**src/cwh_regs.vh**
```
// Purpose: register offsets, field positions, reset values for the custom wave half-period control
// Assumes: 8-bit register port, 8-bit data
// Notes: definitions only
`ifndef CWH_REGS_VH
`define CWH_REGS_VH

// ----------------------------------------
// register offsets
// ----------------------------------------
`define CWH_ADDR_CTRL      8'h00
`define CWH_ADDR_MAXCUR    8'h01
`define CWH_ADDR_COEF1     8'h02
`define CWH_ADDR_COEF2     8'h03
`define CWH_ADDR_COEF3     8'h04
`define CWH_ADDR_OVERRIDE  8'h05
`define CWH_ADDR_STATUS    8'h06
`define CWH_ADDR_EVT1      8'h08
`define CWH_ADDR_MASK1     8'h09
`define CWH_ADDR_EVT2      8'h0A
`define CWH_ADDR_MASK2     8'h0B
`define CWH_ADDR_LOOP      8'h0C
`define CWH_ADDR_UVLO      8'h0D
`define CWH_ADDR_SLOPE     8'h0E

// ----------------------------------------
// control field positions
// ----------------------------------------
`define CWH_CTRL_SHAPE_SEL  0
`define CWH_CTRL_MOTION     1
`define CWH_CTRL_IMP_HOLD   2
`define CWH_CTRL_AMP_REG    3
`define CWH_CTRL_STANDALONE 4
`define CWH_CTRL_OVERRIDE   5

// ----------------------------------------
// event fields
// ----------------------------------------
`define CWH_EVT1_W       4
`define CWH_EVT1_SHORT   0
`define CWH_EVT1_UV      1
`define CWH_EVT1_ACT     2
`define CWH_EVT1_DONE    3
`define CWH_EVT1_FAULTS  4'h7
`define CWH_EVT2_W       2
`define CWH_EVT2_HALF    0
`define CWH_EVT2_REFUSE  1

// ----------------------------------------
// reset values
// ----------------------------------------
`define CWH_RST_CTRL     8'h02
`define CWH_RST_MAXCUR   5'h1F
`define CWH_RST_COEF1    8'h61
`define CWH_RST_COEF2    8'hB4
`define CWH_RST_COEF3    8'hEC
`define CWH_RST_LOOP     5'h00
`define CWH_RST_UVLO     2'h1
`define CWH_RST_SLOPE    4'hF

// ----------------------------------------
// shape timing
// ----------------------------------------
`define CWH_POINTS       16
`define CWH_POINT_SHIFT  4
`define CWH_MIN_STEP     12'h001

`endif

```
**src/cwh_shape.v**
```verilog
// Purpose: maps a point index of the resonant period to a signed drive level
// Assumes: coefficients are unsigned fractions of 256
// Notes: purely combinational
`timescale 1ns/1ps
module cwh_shape (
  input wire [4:0] i_max_drive_current,
  input wire [7:0] i_shape_point1_coef,
  input wire [7:0] i_shape_point2_coef,
  input wire [7:0] i_shape_point3_coef,
  input wire [3:0] i_point,
  input wire [7:0] i_envelope,
  output reg [12:0] o_level,
  output wire o_negative
);
  wire [2:0] half_pos;
  wire [2:0] quarter_pos;
  reg [12:0] prod;
  reg [4:0] mag;

  assign half_pos = i_point[2:0];
  // points 5..7 fold back onto 3..1
  assign quarter_pos = (half_pos > 3'h4) ? (3'h0 - half_pos) : half_pos;
  // second half of the period drives the opposite way
  assign o_negative = i_point[3];

  always @* begin
    prod = 13'h0000;
    mag = 5'h00;
    case (quarter_pos)
      3'h0: mag = 5'h00;
      3'h1: begin
        prod = i_max_drive_current * i_shape_point1_coef;
        mag = prod[12:8];
      end
      3'h2: begin
        prod = i_max_drive_current * i_shape_point2_coef;
        mag = prod[12:8];
      end
      3'h3: begin
        prod = i_max_drive_current * i_shape_point3_coef;
        mag = prod[12:8];
      end
      3'h4: mag = i_max_drive_current;
      default: mag = 5'h00;
    endcase
    // envelope from the playback path or the held override scales the whole period
    o_level = mag * i_envelope;
  end
endmodule

```
**src/cwh_irq.v**
```verilog
// Purpose: sticky event flags with write-one-to-clear, mask and interrupt request
// Assumes: synchronous active-low reset
// Notes: a set in the same cycle as a clear wins
`timescale 1ns/1ps
module cwh_irq #(
  parameter W = 4
) (
  input wire i_core_clk,
  input wire i_nrst,
  input wire [W-1:0] i_set,
  input wire [W-1:0] i_clear,
  input wire [W-1:0] i_mask_wr_data,
  input wire i_mask_wr,
  output reg [W-1:0] o_status,
  output reg [W-1:0] o_mask,
  output wire o_irq
);
  wire [W-1:0] next_status;

  assign next_status = (o_status & ~i_clear) | i_set;
  assign o_irq = |(o_status & ~o_mask);

  always @(posedge i_core_clk) begin
    if (!i_nrst) begin
      o_status <= {W{1'b0}};
      o_mask <= {W{1'b0}};
    end else begin
      o_status <= next_status;
      if (i_mask_wr) begin
        o_mask <= i_mask_wr_data;
      end
    end
  end
endmodule

```
**src/cwh_ctrl.v**
```verilog
// Purpose: custom resonant-period wave shaping, half-period indicator, standalone fault clearing
// Assumes: register port and playback inputs synchronous to i_core_clk (40 MHz)
// Notes: mask bit 1 blocks the matching event from the interrupt
//
// Overview of operation
// - each period is 16 points, points 0..4 mirrored so symmetric pairs have equal amplitude.
// - point 0 is zero and point 4 is the full maximum drive current.
// - points 1..3 are the maximum current scaled by one unsigned coefficient each.
// - coefficients reset to a sine approximation of about 37.9, 70.3 and 92.2 percent.
// - the shape fixes only the waveform inside a period; frequency comes from playback, envelope from playback or the override.
// - with standalone mode set, every fault is cleared on entering the inactive state.
// - a short circuit stops drive, disables the current loop and goes inactive; standalone clears it.
// - the half-period indicator toggles at the start of every drive half-period.
// - undervoltage threshold defaults to 2.8 V, selectable 2.7 V to 3.0 V in 100 mV steps.
// - each event flag clears by writing one and is maskable through two mask registers.
//
// Local design decisions: the placing of the registers and the strobed register port.
`timescale 1ns/1ps
`include "cwh_regs.vh"
module cwh_ctrl (
  input wire i_core_clk,
  input wire i_nrst,
  input wire [7:0] i_addr,
  input wire [7:0] i_wdata,
  input wire i_wr,
  input wire i_rd,
  output reg [7:0] o_rdata,
  input wire i_play_start,
  input wire i_play_stop,
  input wire [7:0] i_env_amp,
  input wire [15:0] i_period_cycles,
  input wire i_short_circuit,
  input wire i_undervoltage,
  input wire i_actuator_fault,
  output reg [12:0] o_drive_level,
  output reg o_drive_negative,
  output reg o_current_loop_en,
  output reg o_half_period,
  output wire o_wave_shape_select,
  output wire o_motion_sense_enable,
  output wire o_impedance_factor_hold,
  output wire o_amplitude_regulator_enable,
  output wire [1:0] o_loop_cap_trim,
  output wire [1:0] o_loop_res_trim,
  output wire o_loop_narrow_bandwidth,
  output wire [1:0] o_undervoltage_threshold,
  output wire [1:0] o_lowside_slope_trim,
  output wire [1:0] o_highside_slope_trim,
  output wire o_irq
);
  // ----------------------------------------
  // states
  // ----------------------------------------
  localparam ST_IDLE = 1'b0;
  localparam ST_ACTIVE = 1'b1;

  // ----------------------------------------
  // configuration registers
  // ----------------------------------------
  reg [7:0] ctrl;
  reg [4:0] max_drive_current;
  reg [7:0] shape_point1_coef;
  reg [7:0] shape_point2_coef;
  reg [7:0] shape_point3_coef;
  reg [7:0] override_amplitude;
  reg [4:0] loop_cfg;
  reg [1:0] undervoltage_threshold;
  reg [3:0] slope_cfg;

  wire wr_ctrl = i_wr && (i_addr == `CWH_ADDR_CTRL);
  wire wr_evt1 = i_wr && (i_addr == `CWH_ADDR_EVT1);
  wire wr_evt2 = i_wr && (i_addr == `CWH_ADDR_EVT2);
  wire wr_mask1 = i_wr && (i_addr == `CWH_ADDR_MASK1);
  wire wr_mask2 = i_wr && (i_addr == `CWH_ADDR_MASK2);

  always @(posedge i_core_clk) begin
    if (!i_nrst) begin
      ctrl <= `CWH_RST_CTRL;
      max_drive_current <= `CWH_RST_MAXCUR;
      shape_point1_coef <= `CWH_RST_COEF1;
      shape_point2_coef <= `CWH_RST_COEF2;
      shape_point3_coef <= `CWH_RST_COEF3;
      override_amplitude <= 8'h00;
      loop_cfg <= `CWH_RST_LOOP;
      undervoltage_threshold <= `CWH_RST_UVLO;
      slope_cfg <= `CWH_RST_SLOPE;
    end else if (i_wr) begin
      case (i_addr)
        `CWH_ADDR_CTRL: ctrl <= {2'h0, i_wdata[5:0]};
        `CWH_ADDR_MAXCUR: max_drive_current <= i_wdata[4:0];
        `CWH_ADDR_COEF1: shape_point1_coef <= i_wdata;
        `CWH_ADDR_COEF2: shape_point2_coef <= i_wdata;
        `CWH_ADDR_COEF3: shape_point3_coef <= i_wdata;
        `CWH_ADDR_OVERRIDE: override_amplitude <= i_wdata;
        `CWH_ADDR_LOOP: loop_cfg <= i_wdata[4:0];
        `CWH_ADDR_UVLO: undervoltage_threshold <= i_wdata[1:0];
        `CWH_ADDR_SLOPE: slope_cfg <= i_wdata[3:0];
        default: ctrl <= ctrl;
      endcase
    end
  end

  assign o_wave_shape_select = ctrl[`CWH_CTRL_SHAPE_SEL];
  assign o_motion_sense_enable = ctrl[`CWH_CTRL_MOTION];
  assign o_impedance_factor_hold = ctrl[`CWH_CTRL_IMP_HOLD];
  assign o_amplitude_regulator_enable = ctrl[`CWH_CTRL_AMP_REG];
  assign o_loop_cap_trim = loop_cfg[1:0];
  assign o_loop_res_trim = loop_cfg[3:2];
  assign o_loop_narrow_bandwidth = loop_cfg[4];
  // code 0 is 2.7 V, each step adds 100 mV up to 3.0 V
  assign o_undervoltage_threshold = undervoltage_threshold;
  // code 0 is 25 mV/ns, code 3 is 100 mV/ns
  assign o_lowside_slope_trim = slope_cfg[1:0];
  assign o_highside_slope_trim = slope_cfg[3:2];

  wire standalone = ctrl[`CWH_CTRL_STANDALONE];
  wire override_on = ctrl[`CWH_CTRL_OVERRIDE];

  // ----------------------------------------
  // events and interrupt
  // ----------------------------------------
  wire [`CWH_EVT1_W-1:0] evt1_status;
  wire [`CWH_EVT1_W-1:0] evt1_mask;
  wire [`CWH_EVT2_W-1:0] evt2_status;
  wire [`CWH_EVT2_W-1:0] evt2_mask;
  wire irq1;
  wire irq2;
  reg [`CWH_EVT1_W-1:0] evt1_set;
  reg [`CWH_EVT2_W-1:0] evt2_set;
  reg auto_clear;
  wire [`CWH_EVT1_W-1:0] evt1_clear;
  wire [`CWH_EVT2_W-1:0] evt2_clear;

  assign evt1_clear = (wr_evt1 ? i_wdata[`CWH_EVT1_W-1:0] : 4'h0) |
                      (auto_clear ? `CWH_EVT1_FAULTS : 4'h0);
  assign evt2_clear = wr_evt2 ? i_wdata[`CWH_EVT2_W-1:0] : 2'h0;

  cwh_irq #(.W(`CWH_EVT1_W)) u_irq1 (
    .i_core_clk(i_core_clk),
    .i_nrst(i_nrst),
    .i_set(evt1_set),
    .i_clear(evt1_clear),
    .i_mask_wr_data(i_wdata[`CWH_EVT1_W-1:0]),
    .i_mask_wr(wr_mask1),
    .o_status(evt1_status),
    .o_mask(evt1_mask),
    .o_irq(irq1)
  );

  cwh_irq #(.W(`CWH_EVT2_W)) u_irq2 (
    .i_core_clk(i_core_clk),
    .i_nrst(i_nrst),
    .i_set(evt2_set),
    .i_clear(evt2_clear),
    .i_mask_wr_data(i_wdata[`CWH_EVT2_W-1:0]),
    .i_mask_wr(wr_mask2),
    .o_status(evt2_status),
    .o_mask(evt2_mask),
    .o_irq(irq2)
  );

  assign o_irq = irq1 | irq2;

  // ----------------------------------------
  // playback state
  // ----------------------------------------
  reg state;
  reg next_state;
  reg was_active;
  reg [11:0] step_cnt;
  reg [3:0] point;
  reg [7:0] held_override;
  wire fault_in = i_short_circuit | i_undervoltage | i_actuator_fault;
  wire faults_pending = |(evt1_status & `CWH_EVT1_FAULTS);
  wire [11:0] step_len = (i_period_cycles[15:4] == 12'h000) ? `CWH_MIN_STEP : i_period_cycles[15:4];
  wire step_end = (step_cnt >= step_len - 12'h001);
  wire half_start;
  wire start_ok = i_play_start && !faults_pending && !fault_in;

  always @* begin
    next_state = state;
    case (state)
      ST_IDLE: begin
        if (start_ok) begin
          next_state = ST_ACTIVE;
        end
      end
      ST_ACTIVE: begin
        if (fault_in || i_play_stop) begin
          next_state = ST_IDLE;
        end
      end
      default: next_state = ST_IDLE;
    endcase
  end

  // half-period begins at point 0 and point 8, including the first point of drive
  assign half_start = (state == ST_IDLE) ? start_ok :
                      (step_end && (point[2:0] == 3'h7) && (next_state == ST_ACTIVE));

  always @* begin
    evt1_set = 4'h0;
    evt1_set[`CWH_EVT1_SHORT] = i_short_circuit;
    evt1_set[`CWH_EVT1_UV] = i_undervoltage;
    evt1_set[`CWH_EVT1_ACT] = i_actuator_fault;
    evt1_set[`CWH_EVT1_DONE] = (state == ST_ACTIVE) && i_play_stop && !fault_in;
    evt2_set = 2'h0;
    evt2_set[`CWH_EVT2_HALF] = half_start;
    evt2_set[`CWH_EVT2_REFUSE] = (state == ST_IDLE) && i_play_start && !start_ok;
  end

  always @(posedge i_core_clk) begin
    if (!i_nrst) begin
      state <= ST_IDLE;
      was_active <= 1'b0;
      auto_clear <= 1'b0;
      step_cnt <= 12'h000;
      point <= 4'h0;
      held_override <= 8'h00;
      o_half_period <= 1'b0;
    end else begin
      state <= next_state;
      was_active <= (state == ST_ACTIVE);
      // one cycle after going inactive, so a fault latched on the way down is cleared too
      auto_clear <= standalone && (state == ST_IDLE) && was_active;
      if (half_start) begin
        o_half_period <= ~o_half_period;
        held_override <= override_amplitude;
      end
      if (next_state != ST_ACTIVE) begin
        step_cnt <= 12'h000;
        point <= 4'h0;
      end else if (state == ST_ACTIVE) begin
        if (step_end) begin
          step_cnt <= 12'h000;
          point <= point + 4'h1;
        end else begin
          step_cnt <= step_cnt + 12'h001;
        end
      end
    end
  end

  // ----------------------------------------
  // drive output
  // ----------------------------------------
  wire [12:0] shape_level;
  wire shape_negative;
  // override amplitude is taken at each half-period start so a late write waits for the next one
  wire [7:0] envelope = override_on ? held_override : i_env_amp;

  cwh_shape u_shape (
    .i_max_drive_current(max_drive_current),
    .i_shape_point1_coef(shape_point1_coef),
    .i_shape_point2_coef(shape_point2_coef),
    .i_shape_point3_coef(shape_point3_coef),
    .i_point(point),
    .i_envelope(envelope),
    .o_level(shape_level),
    .o_negative(shape_negative)
  );

  always @(posedge i_core_clk) begin
    if (!i_nrst) begin
      o_drive_level <= 13'h0000;
      o_drive_negative <= 1'b0;
      o_current_loop_en <= 1'b0;
    end else begin
      o_current_loop_en <= (next_state == ST_ACTIVE);
      if (next_state == ST_ACTIVE && state == ST_ACTIVE) begin
        o_drive_level <= shape_level;
        o_drive_negative <= shape_negative;
      end else begin
        o_drive_level <= 13'h0000;
        o_drive_negative <= 1'b0;
      end
    end
  end

  // ----------------------------------------
  // read port
  // ----------------------------------------
  always @(posedge i_core_clk) begin
    if (!i_nrst) begin
      o_rdata <= 8'h00;
    end else if (i_rd) begin
      case (i_addr)
        `CWH_ADDR_CTRL: o_rdata <= ctrl;
        `CWH_ADDR_MAXCUR: o_rdata <= {3'h0, max_drive_current};
        `CWH_ADDR_COEF1: o_rdata <= shape_point1_coef;
        `CWH_ADDR_COEF2: o_rdata <= shape_point2_coef;
        `CWH_ADDR_COEF3: o_rdata <= shape_point3_coef;
        `CWH_ADDR_OVERRIDE: o_rdata <= override_amplitude;
        `CWH_ADDR_STATUS: o_rdata <= {6'h00, state, o_half_period};
        `CWH_ADDR_EVT1: o_rdata <= {4'h0, evt1_status};
        `CWH_ADDR_MASK1: o_rdata <= {4'h0, evt1_mask};
        `CWH_ADDR_EVT2: o_rdata <= {6'h00, evt2_status};
        `CWH_ADDR_MASK2: o_rdata <= {6'h00, evt2_mask};
        `CWH_ADDR_LOOP: o_rdata <= {3'h0, loop_cfg};
        `CWH_ADDR_UVLO: o_rdata <= {6'h00, undervoltage_threshold};
        `CWH_ADDR_SLOPE: o_rdata <= {4'h0, slope_cfg};
        default: o_rdata <= 8'h00;
      endcase
    end else begin
      o_rdata <= 8'h00;
    end
  end
endmodule

```
**config.mk**
```make
export PLATFORM = sky130hd
export DESIGN_NAME = cwh_ctrl
export DESIGN_NICKNAME = d
export VERILOG_FILES = /design/src/cwh_shape.v /design/src/cwh_irq.v /design/src/cwh_ctrl.v
export VERILOG_INCLUDE_DIRS = /design/src
export SDC_FILE = /design/constraint.sdc
export NUM_CORES = 1
export LEC_CHECK = 0
export CORE_ASPECT_RATIO = 0.7
export CORE_UTILIZATION = 60
export DETAILED_ROUTE_END_ITERATION = 8
export DONT_BUFFER_PORTS = 1
export GPL_TIMING_DRIVEN = 1
export PLACE_DENSITY = 0.74
export SETUP_SLACK_MARGIN = 0.3
export SLEW_MARGIN = 20
export SYNTH_ARGS = -nofsm -noshare
export SYNTH_HDL_FRONTEND = slang
export SYNTH_SLANG_ARGS = --single-unit
```
**constraint.sdc**
```tcl
create_clock -name i_core_clk -period 11.13 [get_ports i_core_clk]
set_input_delay 1.6695 -clock i_core_clk [delete_from_list [all_inputs] [get_ports i_core_clk]]
set_output_delay 1.6695 -clock i_core_clk [all_outputs]
set_load 0.005 [all_outputs]
```
==> impl_metrics.yaml, run 1 <==
status:
  outcome: "finished, final reports clean"
die:
  die_h_um: 109
  fp.dieW_um: 155
  start_util_pct: 62.6
  die-area_mm2: 0.0170
  rows: 38
  ios: 89
  core_area_mm2: 0.0158
finish:
  fin_util_pct: 66.7
  n_antenna_cell: 0
  drive_gt1_share_pct: 4.22
  nNetsFinal: 1341
  layout_commonest_cell: "nand2_1"
  areaGrowthSynthToFinish_pct: 6.58
  final_cell_mix: "137 x nand2_1, 126 x inv_1, 116 x dfxtp_1, 97 x ha_1, 76 x nor2_1"
  fillers: 1318
yosys:
  synth_cells: 1159
  synth-edff-count: 0
  synth_ff_type: "dfxtp_1"
  ys_ff_latch: 116
  synth_area_leaders: "dfxtp_1 23%, fa_1 14%, ha_1 12%"
  yosysSeqAreaShare_pct: 23.5
  synth_area_mm2: 0.00988
  avgSynthCellArea_um2: 8.53
  ys_warn_count: 0
  synth_top_cell_by_area: "dfxtp_1"
  postSynth.asyncResetShare_pct: 0
  synth.net_count: 1374
  synth_top_area_share_pct: 23.5
  synth.distinct_cells: 67
drt:
  drc: 0
  drtIter0Drc: 605
  totalWireLength_um: 25100
  routed-via-count: 8044
  routedWlPerCell_um: 18.5
  drtAntennaViolNets: 0
  routed_via_density: 5.92
  drt-pass1-iter-count: 6
pwr:
  p_seq_share_pct: 41.6
  clkPwrFrac_pct: 54.1
  p_leak_nw: 4.79
  netSwitchingPower_mw: 0.239
  p_per_area_mw_per_mm2: 95.6
  p_comb_share_pct: 4.3
  internal-power_mw: 0.768
  swShare_pct: 23.8
  vdd_ir_drop_max_uv: 100
global_route:
  grt_overflow: 0
  track_usage_pct: 30.9
  grt_pass1_vias: 7661
  antenna_found_initial: 1
  grt_pass1_wl_um: 40200
  grt_max_degree: 81
place:
  io_buffers: 0
  dp_hpwl_um: 18600
  gp_congestion: 0.940
clock_network:
  clock_latency_ns: 0.43
  postCtsSetupRepairBufs: 0
  cts_buffer_depth: 2
  clockRootBuffer: "clkbuf_16"
  cts_tree: "done"
  cts_resized: 0
  cts_sinks: 116
  cts-buffers-inserted: 17
  ctsHoldBuffers: 0
  htreeDepth: 4
  clk_pin_slew_ns: 0.06
timing:
  hold_viol: 0
  report.final.slew_viol_count: 0
  period_share_pct: 78.7
  rsz0062_at_grt: "false"
  tns_ns: 0
  fmax_mhz: 114
  finalCriticalPeriod_ns: 8.75
  tightest_slew_ns: 1.03
  setup_viol: 0
  relSlewSlack_pct: 31.5
  fin_skew_ns: 0.0119
setup_path:
  cpPeakStageDelay_ns: 0.99
  cp.required_ns: 11.43
  end_kind: "flip-flop"
  timing_worst_setup_path_type: "reg -> reg"
  slowest_stage: "dfxtp_1"
  path_max_fanout: 27
  worstPathArrival_ns: 9.06
  crit_path_frequent_cell: "fa_1"
  crit_path_start_kind: "flip-flop"
min_path:
  hold_path.class: "reg -> reg"
job:
  drv_cap: 0
==> state kept, by name, indices dropped and copies added, names as in the netlist, 2 cells and up <==
register / flops
loop_cfg: 5
held_override: 8
o_rdata: 8
shape_point2_coef: 8
u_irq2.o_status: 2
u_irq1.o_status: 4
step_cnt: 12
o_undervoltage_threshold: 2
max_drive_current: 5
ctrl: 6
o_drive_level: 13
shape_point1_coef: 8
shape_point3_coef: 8
point: 4
slope_cfg: 4
override_amplitude: 8
u_irq2.o_mask: 2
u_irq1.o_mask: 4
==> power groups by stage <==
stage / clock (mW) / sequential [mW] / combinational [mW]
2_1_floorplan: 0 / 0.427 / 0.0426
3_3_place_gp: 0 / 0.428 / 0.0417
3_5_place_dp: 0 / 0.428 / 0.0427
4_1_cts: 0.546 / 0.419 / 0.0432
5_1_grt: 0.567 / 0.419 / 0.0481
6_report: 0.545 / 0.419 / 0.0435
==> per-layer routing <==
layer / vias to the layer above / global-route usage (%) / share of wire [%]
li1: 3798 / - / -
met1: 3867 / 44.7 / 47
met2: 348 / 45.3 / 42
met3: 31 / 8.83 / 9.6
met4: 0 / 7.35 / 1.1
met5: - / 0 / 0
==> through the flow <==
step | cell area, um2 | total power [mW] | std cells | worst slack, ns | hold WS, ns
CTS | 10500 | 1.01 | 1358 | 2.43 | 0.488
global placement | 9950 | 0.470 | 1327 | 2.60 | 0.445
floorplan | 9880 | 0.470 | 1159 | 3.68 | 0.414
detailed placement | 9950 | 0.471 | 1327 | 2.50 | 0.480
global route | 10500 | 1.03 | 1358 | 1.92 | 0.512
finish | 10500 | 1.01 | 1358 | 2.38 | 0.487
==> path summary, 6_finish.rpt <==
| kind | from | to | slack [ns] | cells past startpoint |
|---|---|---|---|---|
| worst min-delay path | override_amplitude[6] | override_amplitude[6] | 0.49 | 2 |
| worst max-delay path | max_drive_current[2] | o_drive_level[12] | 2.38 | 28 |
| worst min register to register | override_amplitude[6] | override_amplitude[6] | 0.49 | 2 |
| worst max register to register | max_drive_current[2] | o_drive_level[12] | 2.38 | 28 |
==> synthesized netlist by cell type, types with 4 or more instances <==
library cell / instances
a211oi_1: 5
a21o_1: 14
inv_1: 126
a22oi_1: 10
clkbuf_1: 40
nand2_1: 137
xnor2_1: 24
nor3_1: 4
buf_2: 10
ha_1: 97
dfxtp_1: 116
o21ai_0: 17
and3_1: 12
nand2b_1: 14
and2_1: 74
o22ai_1: 4
buf_1: 4
a31oi_1: 5
a221oi_1: 11
nand3b_1: 5
or4_1: 4
o21ai_1: 7
nand3_1: 46
xor2_1: 16
nor2_1: 76
a21boi_0: 14
nor2b_1: 35
fa_1: 69
nand4_1: 9
or2_2: 4
a22o_1: 6
o21a_1: 7
mux2i_1: 53
a21oi_1: 27
==> area by class of cell <==
class	count	area (um2)	area share, %
multi-input combinational	862	6860	65.1
sequential	116	2320	22.0
inverter	126	473	4.49
clock buffer	17	425	4.04
tap	220	275	2.61
clock inverter	14	154	1.46
timing repair buffer	3	22.5	0.214
==> kinds of logic after synthesis <==
logic type | count (synthesis) | share of synthesized area (%)
mux | 56 | 5.82
fa+ha+maj | 166 | 26.3
flops | 116 | 23.5
compound gates | 160 | 11.5
buf+inv | 181 | 7.08
xor+xnor | 40 | 3.54
simple gates | 440 | 22.3
==> critical path: cells and delay by family (launching register included) <==
kind,cells,cell delay (ns)
fa+ha+maj,8,3.67
simple gates,6,1.15
xor+xnor,1,0.24
compound gates,10,2.41
flops,1,0.99
buf+inv,3,0.15
(Power assumes the default switching activity.)
==> inputs of run 2 (changes only) <==
==> constraint.sdc (replaced) <==
create_clock -name i_core_clk -period 8.25 [get_ports i_core_clk]
set_input_delay 1.2375 -clock i_core_clk [delete_from_list [all_inputs] [get_ports i_core_clk]]
set_output_delay 1.2375 -clock i_core_clk [all_outputs]
set_load 0.005 [all_outputs]
==> impl_metrics.yaml, run 2 (synthesis gave the netlist of run 1 again) <==
status:
  outcome: "finished, final reports clean"
clock_network:
  htreeDepth: 4
  cts-buffers-inserted: 17
  clockRootBuffer: "clkbuf_16"
  cts_tree: "done"
  clock_latency_ns: 0.42
  cts_buffer_depth: 2
  clk_pin_slew_ns: 0.06
  ctsHoldBuffers: 0
  cts_sinks: 116
setup_path:
  end_kind: "flip-flop"
  worst-path-stages: 29
  cpPeakStageDelay_ns: 0.54
  crit_path_start_kind: "flip-flop"
  crit_family: "adder cells"
  cp.required_ns: 8.56
  slowest_stage: "fa_1"
  timing_worst_setup_path_type: "reg -> reg"
  path_max_fanout: 8
  path_buf_inv: 4
  worstPathArrival_ns: 8.01
  worst_r2r_path_depth: 29
  crit_path_frequent_cell: "fa_1"
drt:
  drtIter0Drc: 660
  drtAntennaViolNets: 0
  totalWireLength_um: 25700
  drc: 0
  routed-via-count: 8041
  drt-pass1-iter-count: 5
  routed_via_density: 5.82
  routedWlPerCell_um: 18.6
global_route:
  track_usage_pct: 30.9
  grt_pass1_wl_um: 40300
  grt_pass1_vias: 7489
  grt_max_degree: 81
  antenna_found_initial: 1
  grt_overflow: 0
timing:
  setup_viol: 0
  period_share_pct: 93.4
  hold_viol: 0
  finalCriticalPeriod_ns: 7.70
  tightest_slew_ns: 0.786
  rsz0062_at_grt: "false"
  fmax_mhz: 130
  tns_ns: 0
  relSlewSlack_pct: 47.4
  fin_skew_ns: 0.0119
  report.final.slew_viol_count: 0
place:
  io_buffers: 0
  dp_hpwl_um: 19400
  gp_congestion: 0.917
finish:
  areaGrowthSynthToFinish_pct: 9.62
  layout_commonest_cell: "nand2_1"
  fillers: 1262
  regMostFlops: "o_drive_level"
  nNetsFinal: 1363
  n_antenna_cell: 0
  final_cell_mix: "137 x nand2_1, 126 x inv_1, 113 x dfxtp_1, 97 x ha_1, 76 x nor2_1"
  reg.largest.list: "o_drive_level (13), step_cnt (12)"
  fin_util_pct: 68.6
  multi_input_area_mm2: 0.00691
  drive_gt1_share_pct: 6.89
  largest_register_ffs: 13
  seq_area_mm2: 0.00233
die:
  core_area_mm2: 0.0158
  ios: 89
  die-area_mm2: 0.0170
  start_util_pct: 62.6
  fp.dieW_um: 155
  rows: 38
  die_h_um: 109
pwr:
  finalPower_mw: 1.39
  vdd_ir_drop_max_uv: 121
  p_per_area_mw_per_mm2: 128
  p_leak_nw: 4.95
min_path:
  hold_path.class: "reg -> reg"
  holdPathStages: 2
job:
  drv_cap: 0
==> run 2: cell types whose count changed in the layout (fill, tap and decap cells not counted), sizes merged <==
cell      previous run  this run
bufinv               2         3
clkinv               5         7
clkinvlp             3         1
clkbuf              17        19
inv                130       129
buf                  3        24
==> run 2: final cells by class <==
class | count | area share [%]
sequential | 116 | 21.5
multi-input combinational | 862 | 63.8
clock buffer | 18 | 3.96
inverter | 126 | 4.37
clock inverter | 14 | 1.64
tap | 220 | 2.54
timing repair buffer | 25 | 2.24
==> run 2: final timing paths <==
check	from	endpoint	slack, ns
worst max-delay path	max_drive_current[2]	o_drive_level[12]	0.55
worst min-delay path	u_irq2.o_status[0]	u_irq2.o_status[0]	0.46
worst max register to register	max_drive_current[2]	o_drive_level[12]	0.55
worst min register to register	u_irq2.o_status[0]	u_irq2.o_status[0]	0.46
==> run 2: worst min-delay path, stage by stage (launching register included) <==
cell and delay [ns]:
dfxtp_1 0.31, nand2_1 0.05, a21boi_1 0.05
==> run 2: metrics by stage <==
stage / cell area [um2] / cells / setup slack, ns / hold WS (ns)
2_1_floorplan: 9880 / 1159 / 0.800 / 0.414
3_3_place_gp: 10100 / 1347 / 0.432 / 0.444
3_5_place_dp: 10100 / 1347 / 0.415 / 0.450
4_1_cts: 10700 / 1379 / 0.361 / 0.459
5_1_grt: 10800 / 1381 / 0.263 / 0.500
6_report: 10800 / 1381 / 0.545 / 0.459
==> run 2: power by group <==
group | switching (mW) | leakage (nW) | internal (mW)
combinational | 0.0310 | 3.71 | 0.0285
sequential | 0.00282 | 0.936 | 0.562
clock | 0.286 | 0.295 | 0.478
total | 0.319 | 4.95 | 1.07
==> run 2: what timing repair did <==
| action | in CTS | in global routing |
|---|---|---|
| endpoints found under the hold margin | 0 | 0 |
| gates resized for setup | 0 | 15 |
| buffers inserted | 0 | 1 |
| endpoints found under the setup margin | 0 | 3 |
==> run 2: per-layer routing <==
| layer | wire length [um] | part of all wire [%] | GRT usage, % | vias to the layer above |
|---|---|---|---|---|
| met2 | 10600 | 41 | 44.6 | 350 |
| met1 | 12300 | 48 | 45.9 | 3806 |
| met3 | 2470 | 9.6 | 7.80 | 38 |
| met5 | 77 | 0.30 | 2.98 | - |
| li1 | - | - | - | 3843 |
| met4 | 245 | 0.95 | 6.79 | 4 |
